`src/core/prs_pkg.sv`:
```
// shared constants and state types for the power-up reset sequencer
package prs_pkg;

  // clock
  localparam int unsigned CLK_PERIOD_NS = 8;

  // power-up reset must be done within this time of enable assertion
  localparam int unsigned POR_MAX_NS = 1300000;
  localparam int unsigned POR_MAX_CYC = POR_MAX_NS / CLK_PERIOD_NS;
  // cycles lost in the enable synchroniser and state entry
  localparam int unsigned POR_SYNC_MARGIN = 4;
  localparam int unsigned POR_DONE_CYC = POR_MAX_CYC - POR_SYNC_MARGIN;

  // least synthesiser settling time the host waits
  localparam int unsigned SETTLE_MIN_NS = 100000;
  localparam int unsigned SETTLE_CYC = (SETTLE_MIN_NS + CLK_PERIOD_NS - 1) / CLK_PERIOD_NS;

  // stability counts for the clock sources
  localparam int unsigned XTAL_STABLE_CYC = 64;
  localparam int unsigned SYNTH_STABLE_CYC = 128;

  // length of a reset pulse on the chip enable pin
  localparam int unsigned CE_PULSE_CYC = 8;

  // widths
  localparam int unsigned CFG_W = 32;
  localparam int unsigned NUM_BLK = 3;

  // block indices
  localparam int unsigned BLK_MEDIA_ACCESS = 0;
  localparam int unsigned BLK_RADIO_BASEBAND = 1;
  localparam int unsigned BLK_SYSTEM = 2;

  // device sequencer states
  typedef enum logic [2:0] {
    DS_HOLD,
    DS_POR,
    DS_OFF,
    DS_XTAL,
    DS_SYNTH,
    DS_RUN
  } prs_dev_state_t;

  // host sequencer states
  typedef enum logic [2:0] {
    HS_OFF,
    HS_PULSE,
    HS_WAIT_POR,
    HS_CFG,
    HS_CFG_END,
    HS_SETTLE,
    HS_FULL,
    HS_RUN
  } prs_host_state_t;

endpackage

```
`src/core/prs_link_if.sv`:
```
// link between the host and the sequenced device
`timescale 1ns/100ps
interface prs_link_if import prs_pkg::*; #(
  parameter int unsigned CFG_BITS = CFG_W
);
  // host to device
  logic chip_enable_pin;
  logic comm_req;
  logic cfg_valid;
  logic [CFG_BITS-1:0] cfg_data;
  logic full_speed_sel;
  // device to host
  logic por_done;
  logic cfg_ack;
  logic clocks_stable;
  logic blocks_run;

  modport dev (
    input chip_enable_pin,
    input comm_req,
    input cfg_valid,
    input cfg_data,
    input full_speed_sel,
    output por_done,
    output cfg_ack,
    output clocks_stable,
    output blocks_run
  );

  modport host (
    output chip_enable_pin,
    output comm_req,
    output cfg_valid,
    output cfg_data,
    output full_speed_sel,
    input por_done,
    input cfg_ack,
    input clocks_stable,
    input blocks_run
  );
endinterface

```
`src/core/prs_device.sv`:
```
// device end: power-up, reset and clock bring-up sequencer
`timescale 1ns/100ps
// Overview of operation
// - enable held low keeps everything off
// - low pulse on enable restarts whole sequence
// - power-up reset done within 1.3 ms
// - host loads synth setup before full speed
// - logic runs from crystal until full speed
// - host waits 100 us synth settling
// - after reset release wait in off state
// - off state: blocks unpowered, held in reset
// - crystal enabled first, then frequency synth
// - block resets released once clocks stable
// - sleep requests gate block clocks and power
module prs_device import prs_pkg::*; #(
  parameter int unsigned POR_CYCLES = POR_DONE_CYC,
  parameter int unsigned XTAL_CYCLES = XTAL_STABLE_CYC,
  parameter int unsigned SYNTH_CYCLES = SYNTH_STABLE_CYC,
  parameter int unsigned NBLK = NUM_BLK,
  parameter int unsigned CFG_BITS = CFG_W
) (
  // clock and reset
  input wire logic clk,
  input wire logic rstn,
  // link to host
  prs_link_if.dev lnk,
  // internal modules
  input wire logic [NBLK-1:0] sleep_req,
  output logic [NBLK-1:0] blk_clk_en,
  output logic [NBLK-1:0] blk_pwr_en,
  output logic [NBLK-1:0] blk_rst_n,
  // clock sources
  output logic xtal_en,
  output logic frequency_synth_en,
  output logic clk_full_sel,
  output logic [CFG_BITS-1:0] frequency_synth_cfg
);

  typedef struct packed {
    logic [1:0] ce_s;
    logic [1:0] comm_s;
    logic [1:0] val_s;
    logic [1:0] full_s;
    logic [CFG_BITS-1:0] data_s0;
    logic [CFG_BITS-1:0] data_s1;
    prs_dev_state_t state;
    logic [31:0] cnt;
    logic por_done;
    logic cfg_ack;
    logic xtal_en;
    logic synth_en;
    logic stable;
    logic run;
    logic clk_full;
    logic [CFG_BITS-1:0] cfg;
    logic [NBLK-1:0] clk_en;
    logic [NBLK-1:0] pwr_en;
    logic [NBLK-1:0] rst_n;
  } prs_dev_reg_t;

  prs_dev_reg_t r;
  prs_dev_reg_t n;

  logic ce;
  logic comm;
  logic val;
  logic full;

  // count reached its programmed length
  function automatic logic cnt_done(
    input logic [31:0] cnt,
    input int unsigned cycles
  );
    return cnt >= 32'(cycles - 1);
  endfunction

  always_comb begin
    n = r;
    // synchronisers, first stage feeds only the second
    n.ce_s = {r.ce_s[0], lnk.chip_enable_pin};
    n.comm_s = {r.comm_s[0], lnk.comm_req};
    n.val_s = {r.val_s[0], lnk.cfg_valid};
    n.full_s = {r.full_s[0], lnk.full_speed_sel};
    n.data_s0 = lnk.cfg_data;
    n.data_s1 = r.data_s0;
    ce = r.ce_s[1];
    comm = r.comm_s[1];
    val = r.val_s[1];
    full = r.full_s[1];

    if (!ce) begin
      // device held fully off while enable is low
      n.state = DS_HOLD;
      n.cnt = 32'h0;
      n.por_done = 1'b0;
      n.cfg_ack = 1'b0;
      n.xtal_en = 1'b0;
      n.synth_en = 1'b0;
      n.stable = 1'b0;
      n.run = 1'b0;
      n.clk_full = 1'b0;
      n.clk_en = '0;
      n.pwr_en = '0;
      n.rst_n = '0;
      // setup word lost with the reset
      n.cfg = '0;
    end else begin
      // synth setup download handshake
      if (val && !r.cfg_ack) begin
        n.cfg_ack = 1'b1;
        // refused before reset done or after full speed
        if (r.por_done && !r.clk_full) begin
          n.cfg = r.data_s1;
        end
      end else if (!val) begin
        n.cfg_ack = 1'b0;
      end

      // full speed only once the synth is stable
      n.clk_full = full && r.stable;

      case (r.state)
        DS_HOLD: begin
          // fresh sequence after enable rises
          n.state = DS_POR;
          n.cnt = 32'h0;
        end
        DS_POR: begin
          n.cnt = r.cnt + 32'h1;
          if (cnt_done(r.cnt, POR_CYCLES)) begin
            n.por_done = 1'b1;
            n.cnt = 32'h0;
            n.state = DS_OFF;
          end
        end
        DS_OFF: begin
          // blocks stay unpowered and in reset here
          n.clk_en = '0;
          n.pwr_en = '0;
          n.rst_n = '0;
          if (comm) begin
            n.xtal_en = 1'b1;
            n.cnt = 32'h0;
            n.state = DS_XTAL;
          end
        end
        DS_XTAL: begin
          n.cnt = r.cnt + 32'h1;
          if (cnt_done(r.cnt, XTAL_CYCLES)) begin
            // synth only after crystal counted stable
            n.synth_en = 1'b1;
            n.cnt = 32'h0;
            n.state = DS_SYNTH;
          end
        end
        DS_SYNTH: begin
          n.cnt = r.cnt + 32'h1;
          if (cnt_done(r.cnt, SYNTH_CYCLES)) begin
            n.stable = 1'b1;
            n.pwr_en = '1;
            n.cnt = 32'h0;
            n.state = DS_RUN;
          end
        end
        DS_RUN: begin
          n.run = 1'b1;
          for (int i = 0; i < int'(NBLK); i++) begin
            // sleep: clock off, then power; wake: power, then clock
            n.clk_en[i] = !sleep_req[i] && r.pwr_en[i];
            n.pwr_en[i] = !sleep_req[i] || r.clk_en[i];
            // reset released once clocks stable and block powered
            n.rst_n[i] = r.stable && r.pwr_en[i];
          end
        end
        default: begin
          n.state = DS_HOLD;
          n.cnt = 32'h0;
        end
      endcase
    end
  end

  always_ff @(posedge clk) begin
    if (!rstn) begin
      r <= '0;
    end else begin
      r <= n;
    end
  end

  // link outputs
  assign lnk.por_done = r.por_done;
  assign lnk.cfg_ack = r.cfg_ack;
  assign lnk.clocks_stable = r.stable;
  assign lnk.blocks_run = r.run;

  // user side outputs
  assign blk_clk_en = r.clk_en;
  assign blk_pwr_en = r.pwr_en;
  assign blk_rst_n = r.rst_n;
  assign xtal_en = r.xtal_en;
  assign frequency_synth_en = r.synth_en;
  assign clk_full_sel = r.clk_full;
  assign frequency_synth_cfg = r.cfg;

endmodule // prs_device

```
`src/flat_wrapper.sv`:
```
// flat-port wrapper written by rule: the top's interface ports become plain ports
module prs_device_flat import prs_pkg::*;
#(
  parameter int unsigned POR_CYCLES = POR_DONE_CYC,
  parameter int unsigned XTAL_CYCLES = XTAL_STABLE_CYC,
  parameter int unsigned SYNTH_CYCLES = SYNTH_STABLE_CYC,
  parameter int unsigned NBLK = NUM_BLK,
  parameter int unsigned CFG_BITS = CFG_W
)
  (clk, rstn, sleep_req, blk_clk_en, blk_pwr_en, blk_rst_n, xtal_en, frequency_synth_en, clk_full_sel, frequency_synth_cfg, lnk_chip_enable_pin, lnk_comm_req, lnk_cfg_valid, lnk_cfg_data, lnk_full_speed_sel, lnk_por_done, lnk_cfg_ack, lnk_clocks_stable, lnk_blocks_run);
  prs_link_if #(.CFG_BITS(CFG_BITS)) lnk_i ();
  input wire logic clk;
  input wire logic rstn;
  input wire logic [NBLK-1:0] sleep_req;
  output logic [NBLK-1:0] blk_clk_en;
  output logic [NBLK-1:0] blk_pwr_en;
  output logic [NBLK-1:0] blk_rst_n;
  output logic xtal_en;
  output logic frequency_synth_en;
  output logic clk_full_sel;
  output logic [CFG_BITS-1:0] frequency_synth_cfg;
  input wire logic [$bits(lnk_i.chip_enable_pin)-1:0] lnk_chip_enable_pin;
  input wire logic [$bits(lnk_i.comm_req)-1:0] lnk_comm_req;
  input wire logic [$bits(lnk_i.cfg_valid)-1:0] lnk_cfg_valid;
  input wire logic [$bits(lnk_i.cfg_data)-1:0] lnk_cfg_data;
  input wire logic [$bits(lnk_i.full_speed_sel)-1:0] lnk_full_speed_sel;
  output wire logic [$bits(lnk_i.por_done)-1:0] lnk_por_done;
  output wire logic [$bits(lnk_i.cfg_ack)-1:0] lnk_cfg_ack;
  output wire logic [$bits(lnk_i.clocks_stable)-1:0] lnk_clocks_stable;
  output wire logic [$bits(lnk_i.blocks_run)-1:0] lnk_blocks_run;
  assign lnk_i.chip_enable_pin = lnk_chip_enable_pin;
  assign lnk_i.comm_req = lnk_comm_req;
  assign lnk_i.cfg_valid = lnk_cfg_valid;
  assign lnk_i.cfg_data = lnk_cfg_data;
  assign lnk_i.full_speed_sel = lnk_full_speed_sel;
  assign lnk_por_done = lnk_i.por_done;
  assign lnk_cfg_ack = lnk_i.cfg_ack;
  assign lnk_clocks_stable = lnk_i.clocks_stable;
  assign lnk_blocks_run = lnk_i.blocks_run;
  prs_device #(.POR_CYCLES(POR_CYCLES), .XTAL_CYCLES(XTAL_CYCLES), .SYNTH_CYCLES(SYNTH_CYCLES), .NBLK(NBLK), .CFG_BITS(CFG_BITS)) u_core (.clk(clk), .rstn(rstn), .lnk(lnk_i), .sleep_req(sleep_req), .blk_clk_en(blk_clk_en), .blk_pwr_en(blk_pwr_en), .blk_rst_n(blk_rst_n), .xtal_en(xtal_en), .frequency_synth_en(frequency_synth_en), .clk_full_sel(clk_full_sel), .frequency_synth_cfg(frequency_synth_cfg));
endmodule
```
`config.mk`:
```
export PLATFORM = sky130hd
export DESIGN_NAME = prs_device_flat
export DESIGN_NICKNAME = d
export VERILOG_FILES = /design/src/core/prs_pkg.sv /design/src/core/prs_link_if.sv /design/src/core/prs_device.sv /design/src/flat_wrapper.sv
export SDC_FILE = /design/constraint.sdc
export NUM_CORES = 1
export LEC_CHECK = 0
export BUFFER_PORTS_ARGS = -buffer_cell sky130_fd_sc_hd__buf_2
export CAP_MARGIN = 20
export CORE_MARGIN = 4
export CORE_UTILIZATION = 39
export DETAILED_ROUTE_END_ITERATION = 8
export MAX_ROUTING_LAYER = met4
export SETUP_SLACK_MARGIN = 0.05
export SLEW_MARGIN = 25
export SYNTH_ARGS = -nofsm -noshare
export SYNTH_HDL_FRONTEND = slang
export SYNTH_SLANG_ARGS = --single-unit
```
`constraint.sdc`:
```
create_clock -name clk -period 2.2 [get_ports clk]
set_input_delay 0.11 -clock clk [delete_from_list [all_inputs] [get_ports clk]]
set_output_delay 0.11 -clock clk [all_outputs]
set_load 0.02 [all_outputs]
```
==> results of run 1 <==
area by class of cell:
type                            count  area share [%]
Clock buffer                       17            5.97
Clock inverter                     15            2.92
Inverter                           14           0.738
Multi-Input combinational cell    357            29.9
Sequential cell                   155            43.6
Tap cell                          180            3.16
Timing Repair Buffer              146            13.7
critical path: cells and delay by family, from the launching register on:
kind | cells | cell delay, ps
compound gates | 4 | 860
fa+ha+maj | 1 | 180
buf+inv | 2 | 300
flops | 1 | 340
simple gates | 2 | 300
worst min path at each step:
stage	start	to	depth (start not counted)
5_1_grt	sleep_req[1]	u_core.blk_clk_en[1]$_SDFFE_PN0P_	4
3_3_place_gp	lnk_cfg_data[25]	u_core.n[108]$_SDFF_PN0_	2
6_report	sleep_req[2]	u_core.blk_clk_en[2]$_SDFFE_PN0P_	4
3_5_place_dp	lnk_cfg_data[13]	u_core.n[96]$_SDFF_PN0_	2
2_1_floorplan	lnk_cfg_data[17]	u_core.n[100]$_SDFF_PN0_	1
4_1_cts	sleep_req[2]	u_core.blk_clk_en[2]$_SDFFE_PN0P_	4
what timing repair did:
item                                    CTS  global route
hold buffers                             36             0
setup buffers                             1             3
endpoints found under the hold margin    36             0
gates resized for setup                   0             7
endpoints found under the setup margin    2            18
pin swaps                                 2             3
layout by cell type, fill, tap and decap left out, types with 6 or more instances in the layout:
| cell | synthesis | layout |
|---|---|---|
| sky130_fd_sc_hd__a21oi_1 | 42 | 42 |
| sky130_fd_sc_hd__a31o_1 | 6 | 6 |
| sky130_fd_sc_hd__a32oi_1 | 6 | 6 |
| sky130_fd_sc_hd__and2_1 | 72 | 72 |
| sky130_fd_sc_hd__and3_1 | 19 | 19 |
| sky130_fd_sc_hd__buf_2 | 3 | 88 |
| sky130_fd_sc_hd__buf_4 | 42 | 21 |
| sky130_fd_sc_hd__clkbuf_16 | 0 | 17 |
| sky130_fd_sc_hd__dfxtp_1 | 155 | 154 |
| sky130_fd_sc_hd__dlygate4sd3_1 | 0 | 36 |
| sky130_fd_sc_hd__inv_1 | 14 | 14 |
| sky130_fd_sc_hd__nand2_1 | 90 | 89 |
| sky130_fd_sc_hd__nand3_1 | 13 | 13 |
| sky130_fd_sc_hd__nor2_1 | 23 | 23 |
| sky130_fd_sc_hd__nor3_1 | 6 | 6 |
| sky130_fd_sc_hd__nor4_1 | 9 | 8 |
| sky130_fd_sc_hd__o21ai_0 | 7 | 7 |
cells by family after synthesis:
| family | after synthesis |
|---|---|
| AOI/OAI and AO/OA | 92 |
| xor gates and xnor gates | 5 |
| and+or+nand+nor | 257 |
| DFF | 155 |
| buffers and inverters | 87 |
| adders and majority gates | 1 |
| muxes | 2 |
registers in the layout (all words and copies together), names as in the netlist:
signal	flops
u_core.ce	1
u_core.full	1
u_core.lnk.por_done	1
u_core.comm	1
u_core.blk_rst_n	3
u_core.frequency_synth_cfg	32
u_core.blk_clk_en	3
u_core.lnk.cfg_ack	1
u_core.n	36
u_core.xtal_en	1
u_core.clk_full_sel	1
u_core.blk_pwr_en	3
u_core.frequency_synth_en	1
u_core.lnk.clocks_stable	1
u_core.lnk.blocks_run	1
u_core.r	68
layer usage:
metal	up-vias	share of wire, %	track usage [%]
li1	2158	-	-
met1	1935	49	19.7
met2	106	45	22.7
met3	16	4.9	3.86
met4	0	1.5	5.87
met5	-	0	-
power by group through the flow:
stage | sequential, µW | combinational, µW | clock (µW)
2_1_floorplan | 2940 | 69.4 | 0
3_3_place_gp | 2950 | 117 | 0
3_5_place_dp | 2950 | 120 | 0
4_1_cts | 2880 | 169 | 3140
5_1_grt | 2890 | 190 | 3270
6_report | 2880 | 170 | 3090
metrics by stage:
stage | setup slack [ps] | hold slack [ps] | utilization (%) | cells
detailed placement | 58.0 | 319 | 42.9 | 812
global placement | 115 | 315 | 42.9 | 812
global route | 16.4 | 62.6 | 50.5 | 884
CTS | 74.6 | 36.6 | 50.1 | 881
finish | 145 | 49.2 | 50.5 | 884
floorplan | 210 | 237 | - | 599
==> impl_summary.log, run 1 <==
INFO  metric clock_sinks = around 160
INFO  metric yosys.cell_count.top_type = sky130_fd_sc_hd__dfxtp_1
INFO  metric detailroute.via_count = 4,215
INFO  metric min_path_type = in2reg
INFO  metric clk_path_buf_depth = 2
INFO  metric placement.io_buffers = 88
INFO  metric startpoint_to_endpoint_class_of_the_critical_path = reg2reg
INFO  metric filler_cells_inserted = 1,302
INFO  metric post_synth_fa_ha_maj_area_fraction = less than 1%
INFO  metric wire_length_of_the_first_global_routing_pass = 19.5 mm
INFO  metric tritoncts = done
INFO  metric r2r-start = u_core.r[48]$_SDFFE_PN0P_
INFO  metric simple_gate_share_of_the_synthesized_area = 24.3%
INFO  metric first_global_vias = 4,091
INFO  metric synth_top_family_by_area = simple AND/OR/NAND/NOR gates
INFO  metric critical_path.startpoint = u_core.r[48]$_SDFFE_PN0P_
INFO  metric power-per-cell-area = 862 nW/µm²
INFO  metric synth_edf_count = 0
INFO  metric power.share.sequential = 47.0%
INFO  metric synth.lib_cells_used.distinct = 60
INFO  metric synthXorXnorAreaFrac = less than 1%
INFO  metric post_synthesis_mean_instance_area = between 9 and 10 µm²
INFO  metric slew-limit-headroom = about 63%
INFO  metric static-leakage-power = 0.00293 µW
INFO  metric synth_top_flop_cell = sky130_fd_sc_hd__dfxtp_1
INFO  metric net_switching = 1330 µW
INFO  metric endpoint = u_core.r[61]$_SDFFE_PN0P_
INFO  metric crit_path_cell_trace = ha_4 -> and3_4 -> a311o_1 -> a211oi_4 -> buf_4 -> a21oi_4 -> nor2_4 -> buf_12 -> a41o_1
INFO  metric worst_clock_skew = 6.93 ps
INFO  metric muxShareOfSynthArea = less than 1%
INFO  metric effective_utilization_at_floorplan = between 40% and 50%
INFO  metric final_layout_size_suffix_gt1_share = 23.6%
INFO  metric start_kind = flop
INFO  metric tightest_pin_transition = between 500 and 600 ps
INFO  metric synth.area.top_cells = sky130_fd_sc_hd__dfxtp_1, sky130_fd_sc_hd__and2_1, sky130_fd_sc_hd__nand2_1
INFO  metric pin_count = between 80 and 90
INFO  metric share_comb_of_total_power = 2.8%
INFO  metric worst_r2r_endpoint = u_core.r[61]$_SDFFE_PN0P_
INFO  metric num-nets-final = 733
INFO  metric die_w = 129 µm
INFO  metric gpl_congestion = 0.874
INFO  metric critPathMaxStageDelay = approximately 380 ps
INFO  metric clkTransAtPathRegs = 70 ps
INFO  metric synthDominantAreaCellType = sky130_fd_sc_hd__dfxtp_1
INFO  metric synth_common_cells = sky130_fd_sc_hd__dfxtp_1, sky130_fd_sc_hd__nand2_1, sky130_fd_sc_hd__and2_1
INFO  metric max_ir_drop_vdd = 0.564 mV
INFO  metric run_status = completed
INFO  metric min_period = 2050 ps
INFO  metric clock_tree.htree_level_count = 4
INFO  metric core_region_area = 14,100 µm²
INFO  metric placement_rows = 43
INFO  metric syn_area = between 5000 and 6000 µm²
INFO  metric synth.top_cell.area_share = 54.6%
INFO  metric grt_overflow = 0
INFO  metric synth_async_sr_flop_share = 0%
INFO  metric groute.usage.overall = ~15%
INFO  metric endpoint_kind = flop
INFO  metric post_drt_wl_per_cell = 13.5 µm
INFO  metric detailedPlacementHpwl = roughly 8 mm
INFO  metric multi_input_comb_area = 2130 µm²
INFO  metric die_area = 16,600 µm²
INFO  metric setup-violations-final = 0
INFO  metric detailed_place.area = 6050 µm²
INFO  metric synth_compound_gate_area_share = 10.9%
INFO  metric rsz0062_at_grt = no
INFO  metric floorplan.die.height = 129 µm
INFO  metric via_per_inst = 4.77
INFO  metric critical_path.slowest_cell = sky130_fd_sc_hd__a311o_1
INFO  metric antennaDiodeCount = 0
INFO  metric detail_route.first_pass.iterations = 5
INFO  metric reg2reg_depth = 9
INFO  metric tritoncts.num_buffers = 17
INFO  metric power.total = between 6000 and 7000 µW
INFO  metric critPathArrivalTime = 2420 ps
INFO  metric reg_to_reg_setup_timing_slack = 150 ps
INFO  metric ys_seq_elements = 155
INFO  metric p_sw_share = 21.7%
INFO  metric period_share = 93.4%
INFO  metric ctsRootBufferMaster = sky130_fd_sc_hd__clkbuf_16
INFO  metric synth.yosys.seq_area_share = 54.6%
INFO  metric route.final.wire_length = ~12 mm
INFO  metric totalNegativeSetupSlack = 0 ps
INFO  metric power_report.internal_total = roughly 4800 µW
INFO  metric hold_violations = 0
INFO  metric grt_max_degree = 51
INFO  metric clock_insertion_delay_worst_skew = about 420 ps
INFO  metric critPathMaxFanout = 12
INFO  metric detailedRoute.firstIterationViolations = 194
INFO  metric pwr-share-clk = 50.3%
INFO  metric cap_viol_max_count = 0
INFO  metric final_design_area_no_fill = 7120 µm²
INFO  metric post-route-drc-count = 0
INFO  metric area_delta_synth_final = 25.4%
INFO  metric sequential_cell_area = ~3100 µm²
INFO  metric syn_nets = 641
INFO  metric synthesis.instances = 599
INFO  metric critical_path_required = 2570 ps
INFO  metric final_max_slew_viol_count = 0
INFO  metric antenna_left = 0
INFO  metric antenna_violations_before_repair = 0
INFO  metric synth.yosys.warnings = 0
INFO  metric achievable_freq = 0.487 GHz
Power figures use the tool's default switching activity.
==> run 2: changes to the inputs <==
==> constraint.sdc (replaced) <==
create_clock -name clk -period 2.2 [get_ports clk]
set_input_delay 0.22 -clock clk [delete_from_list [all_inputs] [get_ports clk]]
set_output_delay 0.22 -clock clk [all_outputs]
set_load 0.02 [all_outputs]
==> impl_summary.log, run 2 (synthesis gave the netlist of run 1 again) <==
INFO  metric net_switching = 1170 µW (-12%)
INFO  metric achievable_freq = 0.486 GHz (-0.20%)
INFO  metric min_path_type = in2reg
INFO  metric pin_count = 89 (unchanged)
INFO  metric mostFrequentLayoutCell = sky130_fd_sc_hd__dfxtp_1
INFO  metric floorplan.die.height = 129 µm (unchanged)
INFO  metric power_report.internal_total = 4600 µW (-4.4%)
INFO  metric tritoncts = done
INFO  metric grt_overflow = 0 (unchanged)
INFO  metric filler_cells_inserted = 1,330 (+2.2%)
INFO  metric min_period = 2060 ps (+4.14 ps)
INFO  metric die_w = 129 µm (unchanged)
INFO  metric clk_path_buf_depth = 2 (unchanged)
INFO  metric grt_max_degree = 48 (-5.9%)
INFO  metric detail_route.first_pass.iterations = 4 (-1)
INFO  metric hold_violations = 0 (unchanged)
INFO  metric clkTransAtPathRegs = 60 ps (about the same)
INFO  metric die_area = 16,600 µm² (unchanged)
INFO  metric placement_rows = 43 (unchanged)
INFO  metric wire_length_of_the_first_global_routing_pass = 19.2 mm (-1.8%)
INFO  metric final_layout_size_suffix_gt1_share = 23.6% (about the same)
INFO  metric largest_register = u_core.r
INFO  metric static-leakage-power = 0.00278 µW (-5.0%)
INFO  metric cap_viol_max_count = 0 (unchanged)
INFO  metric power-per-cell-area = 851 nW/µm² (-1.3%)
INFO  metric tightest_pin_transition = 548 ps (-1.92 ps)
INFO  metric core_region_area = 14,100 µm² (unchanged)
INFO  metric slew-limit-headroom = 63.4% (about the same)
INFO  metric antennaDiodeCount = 0 (unchanged)
INFO  metric via_per_inst = 4.78 (+0.30%)
INFO  metric gpl_congestion = 0.858 (-1.8%)
INFO  metric worst_clock_skew = 7.55 ps (+0.614 ps)
INFO  metric power.total = 5770 µW (-6.0%)
INFO  metric largest_register_ffs = 68 (unchanged)
INFO  metric clock_tree.htree_level_count = 4 (unchanged)
INFO  metric totalNegativeSetupSlack = 0 ps (unchanged)
INFO  metric effective_utilization_at_floorplan = 40.3% (unchanged)
INFO  metric critical_path_required = 2560 ps (about the same)
INFO  metric critPathArrivalTime = 2410 ps (about the same)
INFO  metric period_share = 93.6% (+0.19 points)
INFO  metric antenna_violations_before_repair = 0 (unchanged)
INFO  metric p_sw_share = 20.3% (-1.3 points)
INFO  metric clock_insertion_delay_worst_skew = 410 ps (about the same)
INFO  metric endpoint_kind = flop
INFO  metric post-route-drc-count = 0 (unchanged)
INFO  metric start_kind = flop
INFO  metric post_drt_wl_per_cell = 13.5 µm (+0.47%)
INFO  metric tritoncts.num_buffers = 17 (unchanged)
INFO  metric rsz0062_at_grt = no
INFO  metric startpoint_to_endpoint_class_of_the_critical_path = reg2reg
INFO  metric setup-violations-final = 0 (unchanged)
INFO  metric critPathMaxFanout = 6 (-6)
INFO  metric final_max_slew_viol_count = 0 (unchanged)
INFO  metric ctsRootBufferMaster = sky130_fd_sc_hd__clkbuf_16
INFO  metric share_comb_of_total_power = 2.4% (-0.4 points)
INFO  metric power.share.sequential = 50.0% (+3.0 points)
INFO  metric placement.io_buffers = 88 (unchanged)
INFO  metric num-nets-final = 709 (-3.3%)
INFO  metric detailroute.via_count = 4,108 (-2.5%)
INFO  metric pwr-share-clk = 47.6% (-2.7 points)
INFO  metric antenna_left = 0 (unchanged)
INFO  metric detailedRoute.firstIterationViolations = 291 (+50%)
INFO  metric route.final.wire_length = 11.6 mm (-2.4%)
INFO  metric run_status = completed
INFO  metric area_delta_synth_final = 19.4%
INFO  metric groute.usage.overall = 14.9% (-0.27 points)
INFO  metric clock_sinks = 155 (unchanged)
INFO  metric multi_input_comb_area = 2120 µm² (-0.53%)
INFO  metric detailedPlacementHpwl = 8.00 mm (+2.7%)
INFO  metric layout_common_cells = sky130_fd_sc_hd__dfxtp_1, sky130_fd_sc_hd__nand2_1, sky130_fd_sc_hd__buf_2
INFO  metric sequential_cell_area = 3100 µm² (about the same)
INFO  metric first_global_vias = 4,016 (-1.8%)
INFO  metric max_ir_drop_vdd = 0.502 mV (-11%)
[run 2: cell count changes in the layout (fill, tap and decap cells not counted), moves of 2 or more]
cell and delta:
sky130_fd_sc_hd__dlygate4sd3_1 -24, sky130_fd_sc_hd__clkbuf_1 +3, sky130_fd_sc_hd__clkbuf_8 +3, sky130_fd_sc_hd__bufinv_16 -2, sky130_fd_sc_hd__inv_8 -4
[run 2: power by group through the flow]
stage          registers, µW  clock network, µW  logic, µW
5_1_grt                 2890               2940        155
3_3_place_gp            2940                  0        119
4_1_cts                 2880               2820        138
3_5_place_dp            2950                  0        121
6_report                2880               2750        137
2_1_floorplan           2940                  0       69.4
[run 2: layout make-up]
cell class | count | area share [%]
Sequential cell | 155 | 45.7
Multi-Input combinational cell | 358 | 31.2
Timing Repair Buffer | 121 | 10.6
Clock buffer | 23 | 7.05
Tap cell | 180 | 3.32
Clock inverter | 8 | 1.25
Inverter | 14 | 0.775
[run 2: stage by stage]
stage / cell area, µm² / cells / setup WS [ps] / hold slack, ps / utilization, %
floorplan: 5680 / 599 / 210 / 347 / -
global placement: 6060 / 814 / 132 / 414 / 43.0
detailed placement: 6060 / 814 / 82.6 / 418 / 43.0
CTS: 6750 / 857 / 64.0 / 0.337 / 47.9
global route: 6780 / 859 / 38.4 / 1.71 / 48.1
finish: 6780 / 859 / 141 / 13.9 / 48.1
[run 2: worst max-delay path, cell delays in order, from the launching register on]
cell,delay (ps)
sky130_fd_sc_hd__dfxtp_1,330
sky130_fd_sc_hd__ha_2,200
sky130_fd_sc_hd__and3_4,180
sky130_fd_sc_hd__a311o_1,380
sky130_fd_sc_hd__a211oi_4,320
sky130_fd_sc_hd__a21oi_4,110
sky130_fd_sc_hd__nor2_2,300
sky130_fd_sc_hd__a22o_1,180
[run 2: worst paths after layout]
| check | from | endpoint | slack (ps) | cells after the start |
|---|---|---|---|---|
| worst min register to register | u_core.n[107]$_SDFF_PN0_ | u_core.r[107]$_SDFF_PN0_ | 420 | 1 |
| worst max register to register | u_core.r[49]$_SDFFE_PN0P_ | u_core.r[54]$_SDFFE_PN0P_ | 140 | 7 |
| worst min-delay path | lnk_cfg_data[18] | u_core.n[101]$_SDFF_PN0_ | 10 | 2 |
| worst max-delay path | u_core.r[49]$_SDFFE_PN0P_ | u_core.r[54]$_SDFFE_PN0P_ | 140 | 7 |
[run 2: metal layers]
layer | up-vias | wire (µm) | global-route usage (%)
li1 | 2103 | - | -
met1 | 1873 | 5570 | 18.7
met2 | 108 | 5120 | 22.2
met3 | 24 | 668 | 4.23
met4 | 0 | 284 | 6.86
met5 | - | 0 | -
[run 2: repair_timing]
action,in CTS,in global routing
hold buffers,12,0
setup buffers,0,1
hold endpoints to repair,12,0
gates resized for setup,0,5
endpoints found under the setup margin,0,18
